**src/rtl/asir_regs.vh**
```
// Register map, field layout and reset values of the pin select block
`ifndef ASIR_REGS_VH
`define ASIR_REGS_VH
`define ASIR_NPINS          16
`define ASIR_NRP            48
`define ASIR_NIN_SEL        21
`define ASIR_NOUT_SEL       16
`define ASIR_AW             8
// Byte addresses
`define ASIR_ADDR_ANALOG_SELECT_CONTROL     8'h00
`define ASIR_ADDR_DIR       8'h04
`define ASIR_ADDR_PORT      8'h08
`define ASIR_ADDR_LAT       8'h0c
`define ASIR_ADDR_LOCK      8'h10
`define ASIR_ADDR_IN_BASE   8'h20
`define ASIR_ADDR_OUT_BASE  8'h80
`define ASIR_ADDR_MAP_END   8'hc0
// Selector fields
`define ASIR_SEL_W          6
`define ASIR_HI_LSB         8
`define ASIR_LO_LSB         0
`define ASIR_SEL_RST        6'h3f
`define ASIR_MASK_IN0       16'h3f00
`define ASIR_MASK_MAP       16'h3f3f
`define ASIR_IN_RST0        16'h3f00
`define ASIR_IN_RST         16'h3f3f
`define ASIR_OUT_RST        16'h0000
`define ASIR_LOCK_BIT       6
`define ASIR_ANALOG_SELECT_CONTROL_RST      16'hffff
`define ASIR_DIR_RST        16'hffff
`define ASIR_RESP_OKAY      2'b00
`define ASIR_RESP_SLVERR    2'b10
`endif

```
**src/rtl/asir_top.v**
```verilog
// Analog select, port readback and remappable input selector block
// Function
// - One analog-select bit per analog-capable pin
// - Port read returns zero on analog inputs
// - Analog modes use select one, direction input
// - Mapping writes ignored while lock bit set
// - Twenty-one input, sixteen output selector registers
// - Interrupt one selector bits 13-8, resets ones
// - Interrupt three selector bits 13-8, resets ones
// - Interrupt two selector bits 5-0, resets ones
// - Unimplemented mapping bits read zero
`timescale 1ns/1ps
`include "asir_regs.vh"
module asir_top
(
  input  wire                      clk,
  input  wire                      sys_rst,
  input  wire [`ASIR_AW-1:0]       s_axi_awaddr,
  input  wire                      s_axi_awvalid,
  output reg                       s_axi_awready,
  input  wire [31:0]               s_axi_wdata,
  input  wire [3:0]                s_axi_wstrb,
  input  wire                      s_axi_wvalid,
  output reg                       s_axi_wready,
  output reg  [1:0]                s_axi_bresp,
  output reg                       s_axi_bvalid,
  input  wire                      s_axi_bready,
  input  wire [`ASIR_AW-1:0]       s_axi_araddr,
  input  wire                      s_axi_arvalid,
  output reg                       s_axi_arready,
  output reg  [31:0]               s_axi_rdata,
  output reg  [1:0]                s_axi_rresp,
  output reg                       s_axi_rvalid,
  input  wire                      s_axi_rready,
  input  wire [`ASIR_NPINS-1:0]    pin_in,
  output reg  [`ASIR_NPINS-1:0]    pin_out,
  output reg  [`ASIR_NPINS-1:0]    pin_oe,
  output reg  [`ASIR_NPINS-1:0]    analog_en,
  input  wire [`ASIR_NRP-1:0]      remappable_pin,
  output reg                       external_interrupt_one,
  output reg                       external_interrupt_two,
  output reg                       external_interrupt_three
);

////////////////////////////////////////////////////////////////////////////
// Registers
reg  [`ASIR_NPINS-1:0] analog_select_control_q;
reg  [`ASIR_NPINS-1:0] pin_direction_bits_q;
reg  [`ASIR_NPINS-1:0] latch_q;
reg                    mapping_lock_bit_q;
reg  [15:0]            in_sel_q  [0:`ASIR_NIN_SEL-1];
reg  [15:0]            out_sel_q [0:`ASIR_NOUT_SEL-1];
wire [`ASIR_NPINS-1:0] pin_sync;
wire [`ASIR_NRP-1:0]   rp_sync;
wire [15:0]            ext_irq1_input_select;
wire [15:0]            ext_irq2_irq3_input_select;
wire [`ASIR_SEL_W-1:0] ext_irq1_pin_selector;
wire [`ASIR_SEL_W-1:0] ext_irq2_pin_selector;
wire [`ASIR_SEL_W-1:0] ext_irq3_pin_selector;

// Index of an input or output selector word, or -1 when unmapped
function integer in_index;
  input [`ASIR_AW-1:0] a;
  begin
    if (a >= `ASIR_ADDR_IN_BASE && a < `ASIR_ADDR_OUT_BASE &&
        ((a - `ASIR_ADDR_IN_BASE) >> 2) < `ASIR_NIN_SEL)
      in_index = (a - `ASIR_ADDR_IN_BASE) >> 2;
    else
      in_index = -1;
  end
endfunction

function integer out_index;
  input [`ASIR_AW-1:0] a;
  begin
    if (a >= `ASIR_ADDR_OUT_BASE && a < `ASIR_ADDR_MAP_END)
      out_index = (a - `ASIR_ADDR_OUT_BASE) >> 2;
    else
      out_index = -1;
  end
endfunction

function known_addr;
  input [`ASIR_AW-1:0] a;
  begin
    known_addr = (a[1:0] == 2'b00) &&
                 (a == `ASIR_ADDR_ANALOG_SELECT_CONTROL || a == `ASIR_ADDR_DIR ||
                  a == `ASIR_ADDR_PORT || a == `ASIR_ADDR_LAT ||
                  a == `ASIR_ADDR_LOCK || in_index(a) >= 0 ||
                  out_index(a) >= 0);
  end
endfunction

// Byte-lane merge of a write into a 16-bit register
function [15:0] merge;
  input [15:0] old;
  input [31:0] nw;
  input [1:0]  strb;
  begin
    merge = {strb[1] ? nw[15:8] : old[15:8],
             strb[0] ? nw[7:0]  : old[7:0]};
  end
endfunction

////////////////////////////////////////////////////////////////////////////
// Pin synchronisers
asir_sync #(.W(`ASIR_NPINS)) u_pin_sync
(
  .clk     (clk),
  .sys_rst (sys_rst),
  .din     (pin_in),
  .dout    (pin_sync)
);

asir_sync #(.W(`ASIR_NRP)) u_rp_sync
(
  .clk     (clk),
  .sys_rst (sys_rst),
  .din     (remappable_pin),
  .dout    (rp_sync)
);

////////////////////////////////////////////////////////////////////////////
// AXI4-Lite write path
reg                 aw_have_q;
reg                 w_have_q;
reg [`ASIR_AW-1:0]  aw_addr_q;
reg [31:0]          w_data_q;
reg [3:0]           w_strb_q;
wire                wr_go;
integer             wi;
integer             wo;
assign wr_go = aw_have_q && w_have_q && !s_axi_bvalid;

always @*
begin
  wi = in_index(aw_addr_q);
  wo = out_index(aw_addr_q);
end

always @(posedge clk or posedge sys_rst)
begin
  if (sys_rst)
  begin
    aw_have_q     <= 1'b0;
    w_have_q      <= 1'b0;
    aw_addr_q     <= {`ASIR_AW{1'b0}};
    w_data_q      <= 32'h00000000;
    w_strb_q      <= 4'h0;
    s_axi_awready <= 1'b0;
    s_axi_wready  <= 1'b0;
    s_axi_bvalid  <= 1'b0;
    s_axi_bresp   <= `ASIR_RESP_OKAY;
  end
  else
  begin
    s_axi_awready <= !aw_have_q && !s_axi_awready && s_axi_awvalid;
    s_axi_wready  <= !w_have_q && !s_axi_wready && s_axi_wvalid;
    if (s_axi_awvalid && s_axi_awready)
    begin
      aw_have_q <= 1'b1;
      aw_addr_q <= s_axi_awaddr;
    end
    if (s_axi_wvalid && s_axi_wready)
    begin
      w_have_q <= 1'b1;
      w_data_q <= s_axi_wdata;
      w_strb_q <= s_axi_wstrb;
    end
    if (wr_go)
    begin
      aw_have_q    <= 1'b0;
      w_have_q     <= 1'b0;
      s_axi_bvalid <= 1'b1;
      s_axi_bresp  <= known_addr(aw_addr_q) ? `ASIR_RESP_OKAY
                                            : `ASIR_RESP_SLVERR;
    end
    else if (s_axi_bvalid && s_axi_bready)
      s_axi_bvalid <= 1'b0;
  end
end

////////////////////////////////////////////////////////////////////////////
// Register file
genvar g;
always @(posedge clk or posedge sys_rst)
begin
  if (sys_rst)
  begin
    analog_select_control_q <= `ASIR_ANALOG_SELECT_CONTROL_RST;
    pin_direction_bits_q    <= `ASIR_DIR_RST;
    latch_q                 <= 16'h0000;
    mapping_lock_bit_q      <= 1'b0;
  end
  else if (wr_go)
  begin
    case (aw_addr_q)
      `ASIR_ADDR_ANALOG_SELECT_CONTROL: analog_select_control_q <=
        merge(analog_select_control_q, w_data_q, w_strb_q[1:0]);
      `ASIR_ADDR_DIR: pin_direction_bits_q <=
        merge(pin_direction_bits_q, w_data_q, w_strb_q[1:0]);
      `ASIR_ADDR_LAT: latch_q <=
        merge(latch_q, w_data_q, w_strb_q[1:0]);
      `ASIR_ADDR_LOCK:
        if (w_strb_q[0])
          mapping_lock_bit_q <= w_data_q[`ASIR_LOCK_BIT];
      default: ;
    endcase
  end
end

generate
  for (g = 0; g < `ASIR_NIN_SEL; g = g + 1)
  begin : g_in
    always @(posedge clk or posedge sys_rst)
    begin
      if (sys_rst)
        // First word resets to ones in field only
        in_sel_q[g] <= (g == 0) ? `ASIR_IN_RST0 : `ASIR_IN_RST;
      else if (wr_go && wi == g && !mapping_lock_bit_q)
        in_sel_q[g] <= merge(in_sel_q[g], w_data_q, w_strb_q[1:0]) &
          ((g == 0) ? `ASIR_MASK_IN0 : `ASIR_MASK_MAP);
    end
  end
  for (g = 0; g < `ASIR_NOUT_SEL; g = g + 1)
  begin : g_out
    always @(posedge clk or posedge sys_rst)
    begin
      if (sys_rst)
        out_sel_q[g] <= `ASIR_OUT_RST;
      else if (wr_go && wo == g && !mapping_lock_bit_q)
        out_sel_q[g] <= merge(out_sel_q[g], w_data_q, w_strb_q[1:0]) &
          `ASIR_MASK_MAP;
    end
  end
endgenerate

////////////////////////////////////////////////////////////////////////////
// Port readback and pin drive
wire [`ASIR_NPINS-1:0] port_view;
assign port_view = pin_sync &
  ~(analog_select_control_q & pin_direction_bits_q);

always @(posedge clk or posedge sys_rst)
begin
  if (sys_rst)
  begin
    pin_out   <= 16'h0000;
    pin_oe    <= 16'h0000;
    analog_en <= `ASIR_ANALOG_SELECT_CONTROL_RST;
  end
  else
  begin
    // Analog or digital function per pin
    analog_en <= analog_select_control_q;
    pin_out   <= latch_q;
    pin_oe    <= ~pin_direction_bits_q & ~analog_select_control_q;
  end
end

////////////////////////////////////////////////////////////////////////////
// AXI4-Lite read path
integer ri;
integer ro;
reg [31:0] rd_d;
always @*
begin
  ri = in_index(s_axi_araddr);
  ro = out_index(s_axi_araddr);
  rd_d = 32'h00000000;
  case (s_axi_araddr)
    `ASIR_ADDR_ANALOG_SELECT_CONTROL: rd_d = {16'h0000, analog_select_control_q};
    `ASIR_ADDR_DIR:   rd_d = {16'h0000, pin_direction_bits_q};
    `ASIR_ADDR_PORT:  rd_d = {16'h0000, port_view};
    `ASIR_ADDR_LAT:   rd_d = {16'h0000, latch_q};
    `ASIR_ADDR_LOCK:  rd_d = {25'h0, mapping_lock_bit_q, 6'h00};
    default:
      if (ri >= 0)
        rd_d = {16'h0000, in_sel_q[ri]};
      else if (ro >= 0)
        rd_d = {16'h0000, out_sel_q[ro]};
  endcase
end

always @(posedge clk or posedge sys_rst)
begin
  if (sys_rst)
  begin
    s_axi_arready <= 1'b0;
    s_axi_rvalid  <= 1'b0;
    s_axi_rdata   <= 32'h00000000;
    s_axi_rresp   <= `ASIR_RESP_OKAY;
  end
  else
  begin
    s_axi_arready <= !s_axi_arready && !s_axi_rvalid && s_axi_arvalid;
    if (s_axi_arvalid && s_axi_arready)
    begin
      s_axi_rvalid <= 1'b1;
      s_axi_rdata  <= rd_d;
      s_axi_rresp  <= known_addr(s_axi_araddr) ? `ASIR_RESP_OKAY
                                               : `ASIR_RESP_SLVERR;
    end
    else if (s_axi_rvalid && s_axi_rready)
      s_axi_rvalid <= 1'b0;
  end
end

////////////////////////////////////////////////////////////////////////////
// Interrupt input routing
assign ext_irq1_input_select      = in_sel_q[0];
assign ext_irq2_irq3_input_select = in_sel_q[1];
assign ext_irq1_pin_selector =
  ext_irq1_input_select[`ASIR_HI_LSB +: `ASIR_SEL_W];
assign ext_irq3_pin_selector =
  ext_irq2_irq3_input_select[`ASIR_HI_LSB +: `ASIR_SEL_W];
assign ext_irq2_pin_selector =
  ext_irq2_irq3_input_select[`ASIR_LO_LSB +: `ASIR_SEL_W];

// Pick pin n, out of range inactive
function pick;
  input [`ASIR_NRP-1:0]   rp;
  input [`ASIR_SEL_W-1:0] s;
  begin
    pick = (s < `ASIR_NRP) ? rp[s] : 1'b0;
  end
endfunction

always @(posedge clk or posedge sys_rst)
begin
  if (sys_rst)
  begin
    external_interrupt_one   <= 1'b0;
    external_interrupt_two   <= 1'b0;
    external_interrupt_three <= 1'b0;
  end
  else
  begin
    external_interrupt_one   <= pick(rp_sync, ext_irq1_pin_selector);
    external_interrupt_two   <= pick(rp_sync, ext_irq2_pin_selector);
    external_interrupt_three <= pick(rp_sync, ext_irq3_pin_selector);
  end
end

endmodule // asir_top

```
**src/rtl/asir_sync.v**
```verilog
// Three-flop input synchroniser with agreement filter
`timescale 1ns/1ps
module asir_sync
#(
  parameter W = 16
)
(
  input  wire         clk,
  input  wire         sys_rst,
  input  wire [W-1:0] din,
  output reg  [W-1:0] dout
);
  reg [W-1:0] s1_q;
  reg [W-1:0] s2_q;
  reg [W-1:0] s3_q;
  always @(posedge clk or posedge sys_rst)
  begin
    if (sys_rst)
    begin
      s1_q <= {W{1'b0}};
      s2_q <= {W{1'b0}};
      s3_q <= {W{1'b0}};
      dout <= {W{1'b0}};
    end
    else
    begin
      s1_q <= din;
      s2_q <= s1_q;
      s3_q <= s2_q;
      // Per bit, accept only when stages two and three agree
      dout <= (dout & ~(s2_q ^ s3_q) & ~(s2_q ^ dout)) |
              (s2_q & ~(s2_q ^ s3_q)) |
              (dout & (s2_q ^ s3_q));
    end
  end
endmodule // asir_sync

```
**config.mk**
```make
export PLATFORM = sky130hd
export DESIGN_NAME = asir_top
export DESIGN_NICKNAME = d
export VERILOG_FILES = /design/src/rtl/asir_top.v /design/src/rtl/asir_sync.v
export VERILOG_INCLUDE_DIRS = /design/src /design/src/rtl
export SDC_FILE = /design/constraint.sdc
export NUM_CORES = 2
export LEC_CHECK = 0
export BUFFER_PORTS_ARGS = -buffer_cell sky130_fd_sc_hd__buf_2
export CORE_MARGIN = 8
export CORE_UTILIZATION = 52
export DETAILED_ROUTE_END_ITERATION = 8
export GPL_TIMING_DRIVEN = 1
export PLACE_DENSITY = 0.7
export SLEW_MARGIN = 20
export SYNTH_ARGS = -nofsm -noshare
export SYNTH_HDL_FRONTEND = slang
export SYNTH_SLANG_ARGS = --single-unit
```
**constraint.sdc**
```tcl
create_clock -name clk -period 65.9 [get_ports clk]
set_input_delay 9.885 -clock clk [delete_from_list [all_inputs] [get_ports clk]]
set_output_delay 9.885 -clock clk [all_outputs]
set_load 0.005 [all_outputs]
```
; ---- After elaboration in Yosys (flattened, before gate mapping)
; Cells that the tools add are included.
; Widths: inputs -> output; s select.
[totals]
inputBits = 123
regBits = 863
wordCells = 447
[op_classes]
order_cmp = 24
n_reduce_logical = 205
eq_ne = 43
bitwise = 28
mux = 36
n_addsub = 4
[ops]
columns = operator, count
row1 = $eq 32x5->1 const B, 16
row2 = $eq 32x4->1 const B, 8
row3 = $mux 32, 8
row4 = $and 48x48->48, 4
row5 = $ge 32x1->1 const B, 6
row6 = $eq 32x6->1 const B, 5
row7 = $reduce_and 2->1, 73
row8 = $eq 32x3->1 const B, 4
row9 = $and 16x16->16, 7
row10 = $mux 16, 6
row11 = $not 48->48, 2
row12 = $or 48x48->48, 2
row13 = $xor 48x48->48, 2
row14 = $logic_and 1x1->1, 95
row15 = $bmux 16 s5, 1
row16 = $not 16->16, 5
row17 = $pmux 16 s5, 1
row18 = $bmux 16 s4, 1
row19 = $eq 32x2->1 const B, 2
row20 = $logic_not 32->1, 2
row21 = $not 32->32, 2
row22 = $lt 30x5->1 const B, 2
row23 = $eq 8x4->1 const B, 4
row24 = $ge 32x5->1 const B, 1
row25 = other kinds (21), 81

; ---- Longest topological paths before layout
[logic_depth]
word_depth = 10
depth_mapped = 15

; ---- Cells and area by module
; From an unflattened synthesis, not the netlist that was laid out.
[unflattened]
cells_unflattened = 2509
area_unflattened_um2 = 35510.3
[modules_own_cells]
columns = mod, instances, cells_per_inst, area_per_inst_um2
row1 = asir_top, 1, 2187, 28376.0
row2 = asir_sync at u_rp_sync, 1, 241, 5348.9
row3 = asir_sync at u_pin_sync, 1, 81, 1785.5

; ---- Least setup slack after synthesis
; Ideal clock, no wire load.
[synth_path]
kind = input port to flip-flop
from = input port s_axi_araddr[5]
to = register s_axi_rdata[1]
setup_time_ns = 0.139
stages = 13
t_arrival_ns = 12.707
n_path_buf = 4
slack_ns = 53.054
cell_sequence = clkbuf_1 -> inv_1 -> clkbuf_1 -> ha_1 -> buf_2 -> and3b_1 -> or3_1 -> nor2_2 -> buf_4 -> mux2i_1 -> a21oi_1 -> o211a_1 -> or4_1
[synth_between]
elab_chain_len = 10
elab_cells_between_ends = 30
classes_between = 2 x add/sub / 7 x order compare / 4 x eq/ne / 11 x mux / 2 x bitwise / 4 x reduce/logical
[synth_lines]
columns = element, line_no
row1 = from (decl), asir_top.v:28  ; input wire [`ASIR_AW-1:0] s_axi_araddr,
row2 = "parallel branches: the longest is 9 deep, another holds $ge 32x1->1", -
row3 = $pmux 16 s5 *, asir_top.v:271  ; case (s_axi_araddr)
row4 = to (signal assigned), asir_top.v:300  ; s_axi_rdata <= rd_d;
row5 = to (decl), asir_top.v:31  ; output reg [31:0] s_axi_rdata,
; Every way passes the cells marked *. The select of a mux whose other input is x is not followed.
; A chain may end at the register's enable or synchronous reset.

; ---- Final worst setup path
[layout_path]
from = input port s_axi_araddr[5]
to = register s_axi_rdata[11]
; The elaborated chain is that of the path after synthesis.

==> summary.md <==
The run finished with clean final reports. The die covers 77400 µm². The completed layout was analyzed and its total power is 1380 µW.

The y dimension of the die is 278 µm, and the distinct cell type count of the synthesized netlist is 79. The logs give 2819 for the final-stage net count and 0.287 for the worst slew margin relative to its limit. Counting the buffers created by CTS gives 88. The final-report max-slew violation count was 0; the leakage component of the power was 0.0176 µW.

By startpoint and endpoint, the worst setup path is classified as in2reg. The tools report the number of hold violations in the final report as 0. Met2 wire length: 43.6 mm. Capturing element type of the critical path: a register. TritonCTS built the clock tree. Leaving out filler cells and counting taps, the final layout contains 3648. For this run, design rule violations remaining after detail routing come to 0.

Setup repair after global routing left no endpoint under its margin. In this run the worst setup path terminates at s_axi_rdata[11]. The cell taking the most area after synthesis is dfrtp_1. In this run the cell area of the synthesized design comes to 35700 µm².

The internal portion of the total power is 989 µW. In this run the remaining antenna-violating nets after routing total 0. The mean number of vias per cell works out to 6.15.

The first detailed-routing pass took 8 iterations. Gates resized during post-CTS repair numbered 0. The number of antenna violations at the first check in global routing is 1, and the post-placement cell count is 3482. The run gives 391 µW as the reported net switching power.

The synthesized design contains 0 enable-type register cells. Setup skew after layout: 0.0340 ns. Across all register-to-register paths, the minimum setup slack is 62.21 ns.

For this run, the leading register cell type out of synthesis is dfrtp_1. Signal routing reaches up to met4. The clock edge transition at the registers on the reported setup and hold paths came out at 0.06 ns. The kind of start point of the critical path was an input pin. At the worst endpoint, the required time is 66.42 ns. In this run the horizontal extent of the chip is 278 µm.

For this run, the number of Yosys warnings is 0. For this block, the routed nets add up to 91.2 mm of wire. Part of the total power dissipated in the clock network: 0.387. The tools report the placed wire-length estimate after detailed placement as 59.1 mm.

The run gives 215 as the count of boundary I/O pins. The cell sitting at the root of the clock tree is a clkbuf_16. Buffers placed on the I/O ports in this run total 178.

Max-cap violations in this run came to 0. The smallest clock period supported by the final layout is computed as 13.76 ns. The final setup violation count is 0.

At the worst endpoint, the arrival time is 14.28 ns. The worst hold path was traced through 0 stages. The worst reg2reg path endpoint is in_sel_q[90]. Adding up every negative setup slack in the final design gives 0 ns. The startpoint identified for the worst register-to-register timing path is aw_addr_q[5]. The min-delay analysis places its worst path in the category reg2reg. Maximum clock frequency: 72.7 MHz. The origin of the worst min-delay path was u_pin_sync.s1_q[13]. The portion of total power attributed to sequential cells came out at 0.479. The first global-routing pass estimated 143 mm of wire. The tools report the overall fraction of global-route tracks in use as 0.234. The number of violations reported at the end of detailed-routing iteration 0 is 1916, and the number of cells produced by synthesis is 2561.

The pin count of the biggest net entering global routing was 178. The overall via count from detail_route was 22400. The routed wire length per instance came out at 25.0 µm.

In this run the post-CTS setup repair buffer count came out at 0. The fraction of layout instances using a drive strength above 1 was 0.465; the relative contribution of combinational cells to total power was 0.134. The clock reaches the later pin of the worst-skew pair after 0.66 ns. Power spread over the standard cell area amounts to 34.1 nW/µm². The share of async-settable or async-resettable flops after synthesis is 1.00.

Leaving out fill and tap cells, the most frequent cells in the layout are dfrtp_1, mux2_2, dfstp_2. Leading cell type in the layout, fill and taps excluded: dfrtp_1. The synthesized area per cell was 14.0 µm²; the maximum vdd drop was 0.0402 mV. The post-route clock period utilization was 0.209; the met1 routed wirelength after detailed routing was 37.9 mm.

The via count of the first global-routing pass came out at 23900. The tools report the area of the placeable core as 68300 µm². By area the synthesized netlist is led by dfrtp_1, dfstp_2, mux2_2. The tools report the CTS sink count as 845. The fraction of power spent switching nets is 0.283. The run gives 0.602 as the register area share after synthesis. The most critical setup path has its startpoint at s_axi_araddr[5].

Wire segments on met3 add up to 6.77 mm in the final route. The global placement routability congestion was 0.885; the overflow left after global routing was 0. Counting cells, the worst reg-to-reg path comes to 10.

0 antenna diodes ended up in the layout. The total of hold buffers inserted after clock tree synthesis was 0; the CTS H-tree depth was 3. The share of the synthesized area in the top cell type is 0.386, and the synthesized flop and latch total is 845.

The effective utilization at floorplan was 0.523; the number of rows in the core area was 96. The maximum fanout along the worst path works out to 22. At the pin with the least slew margin, the transition time is 1.06 ns. The clock passes through at most 3 buffers. The area growth from synthesis to layout is 13.2%.
[cells by family after synthesis]
logic type / after synthesis / share of synthesized area
DFF: 845 / 0.602
adders and majority gates: 70 / 0.0200
AOI/OAI and AO/OA: 347 / 0.0662
and+or+nand+nor: 421 / 0.0562
muxes: 666 / 0.229
buffers and inverters: 211 / 0.0262
other: 1 / 0.000105
[layer usage]
layer	vias up	GRT usage
met5	-	0
met4	0	0.0846
met3	210	0.0517
met2	921	0.375
met1	11800	0.315
li1	9552	-
[worst min path at each step]
stage | to | slack [ns]
floorplan | u_pin_sync.s2_q[0] | 0.33
global placement | u_rp_sync.s2_q[8] | 0.33
detailed placement | u_rp_sync.s2_q[3] | 0.33
CTS | u_rp_sync.s2_q[28] | 0.35
global route | u_rp_sync.s2_q[40] | 0.35
finish | u_pin_sync.s2_q[13] | 0.35
[Yosys cell counts (4+ instances only)]
library cell,instances
dfrtp_1,551
mux2_2,527
dfstp_2,294
nand2_1,181
clkbuf_1,122
a21oi_1,81
nor2_1,74
mux4_2,70
mux2i_1,67
maj3_1,64
o21ai_0,59
nand3_1,54
buf_2,34
a31oi_1,29
buf_4,25
a221oi_1,22
a211oi_1,20
a311oi_1,19
nor2b_1,19
a21boi_0,18
and3_1,17
inv_1,16
o221ai_1,16
o22ai_1,14
and2_1,12
buf_1,10
nor3_1,9
nor4_1,8
or4_1,7
a221o_1,6
ha_1,6
nand2b_1,6
a22oi_1,5
o2bb2ai_1,5
o31ai_1,5
a2111oi_0,4
a22o_1,4
nand3b_1,4
nor3_2,4
o211a_1,4
o41ai_1,4
[state kept, by name, summed over array words and instances (netlist names), 48 cells and up, named ones only]
signal	count
in_sel_q	228
u_rp_sync.s2_q	48
u_rp_sync.s1_q	48
u_rp_sync.s3_q	48
out_sel_q	192
[metrics by stage]
step / utilization / hold WS (ns) / area (µm²) / worst slack [ns]
floorplan: - / 0.331 / 35800 / 32.76
global placement: 0.545 / 0.332 / 37300 / 51.73
detailed placement: 0.545 / 0.335 / 37300 / 51.67
CTS: 0.592 / 0.346 / 40500 / 52.31
global route: 0.592 / 0.350 / 40500 / 52.02
finish: 0.592 / 0.347 / 40500 / 52.14
[worst max-delay path, cell delays in order]
cell and delay [ns]:
buf_2 0.47, inv_1 0.51, ha_1 0.63, nor2_1 0.19, nor3_1 0.66, nand2_1 0.60, buf_4 0.39, a211oi_1 0.34
a31oi_1 0.12, o221ai_1 0.33, a31oi_1 0.12
[final cells by class]
class                           instances  area (µm²)
Tap cell                              882        1100
Timing Repair Buffer                  214        1200
Inverter                               19        78.8
Clock inverter                         48         708
Clock buffer                          118        2480
Multi-Input combinational cell       1522       13400
Sequential cell                       845       21500
Fill cell                            5202       27900
[power by group through the flow]
stage / Clock (µW) / Sequential [µW] / Combinational [µW]
after detailed placement: 0 / 668 / 184
after CTS: 542 / 660 / 185
after global placement: 0 / 662 / 177
after floorplan: 0 / 625 / 144
final: 534 / 662 / 185
after global routing: 565 / 671 / 199
No activity file was read; power rests on OpenSTA's default activity.
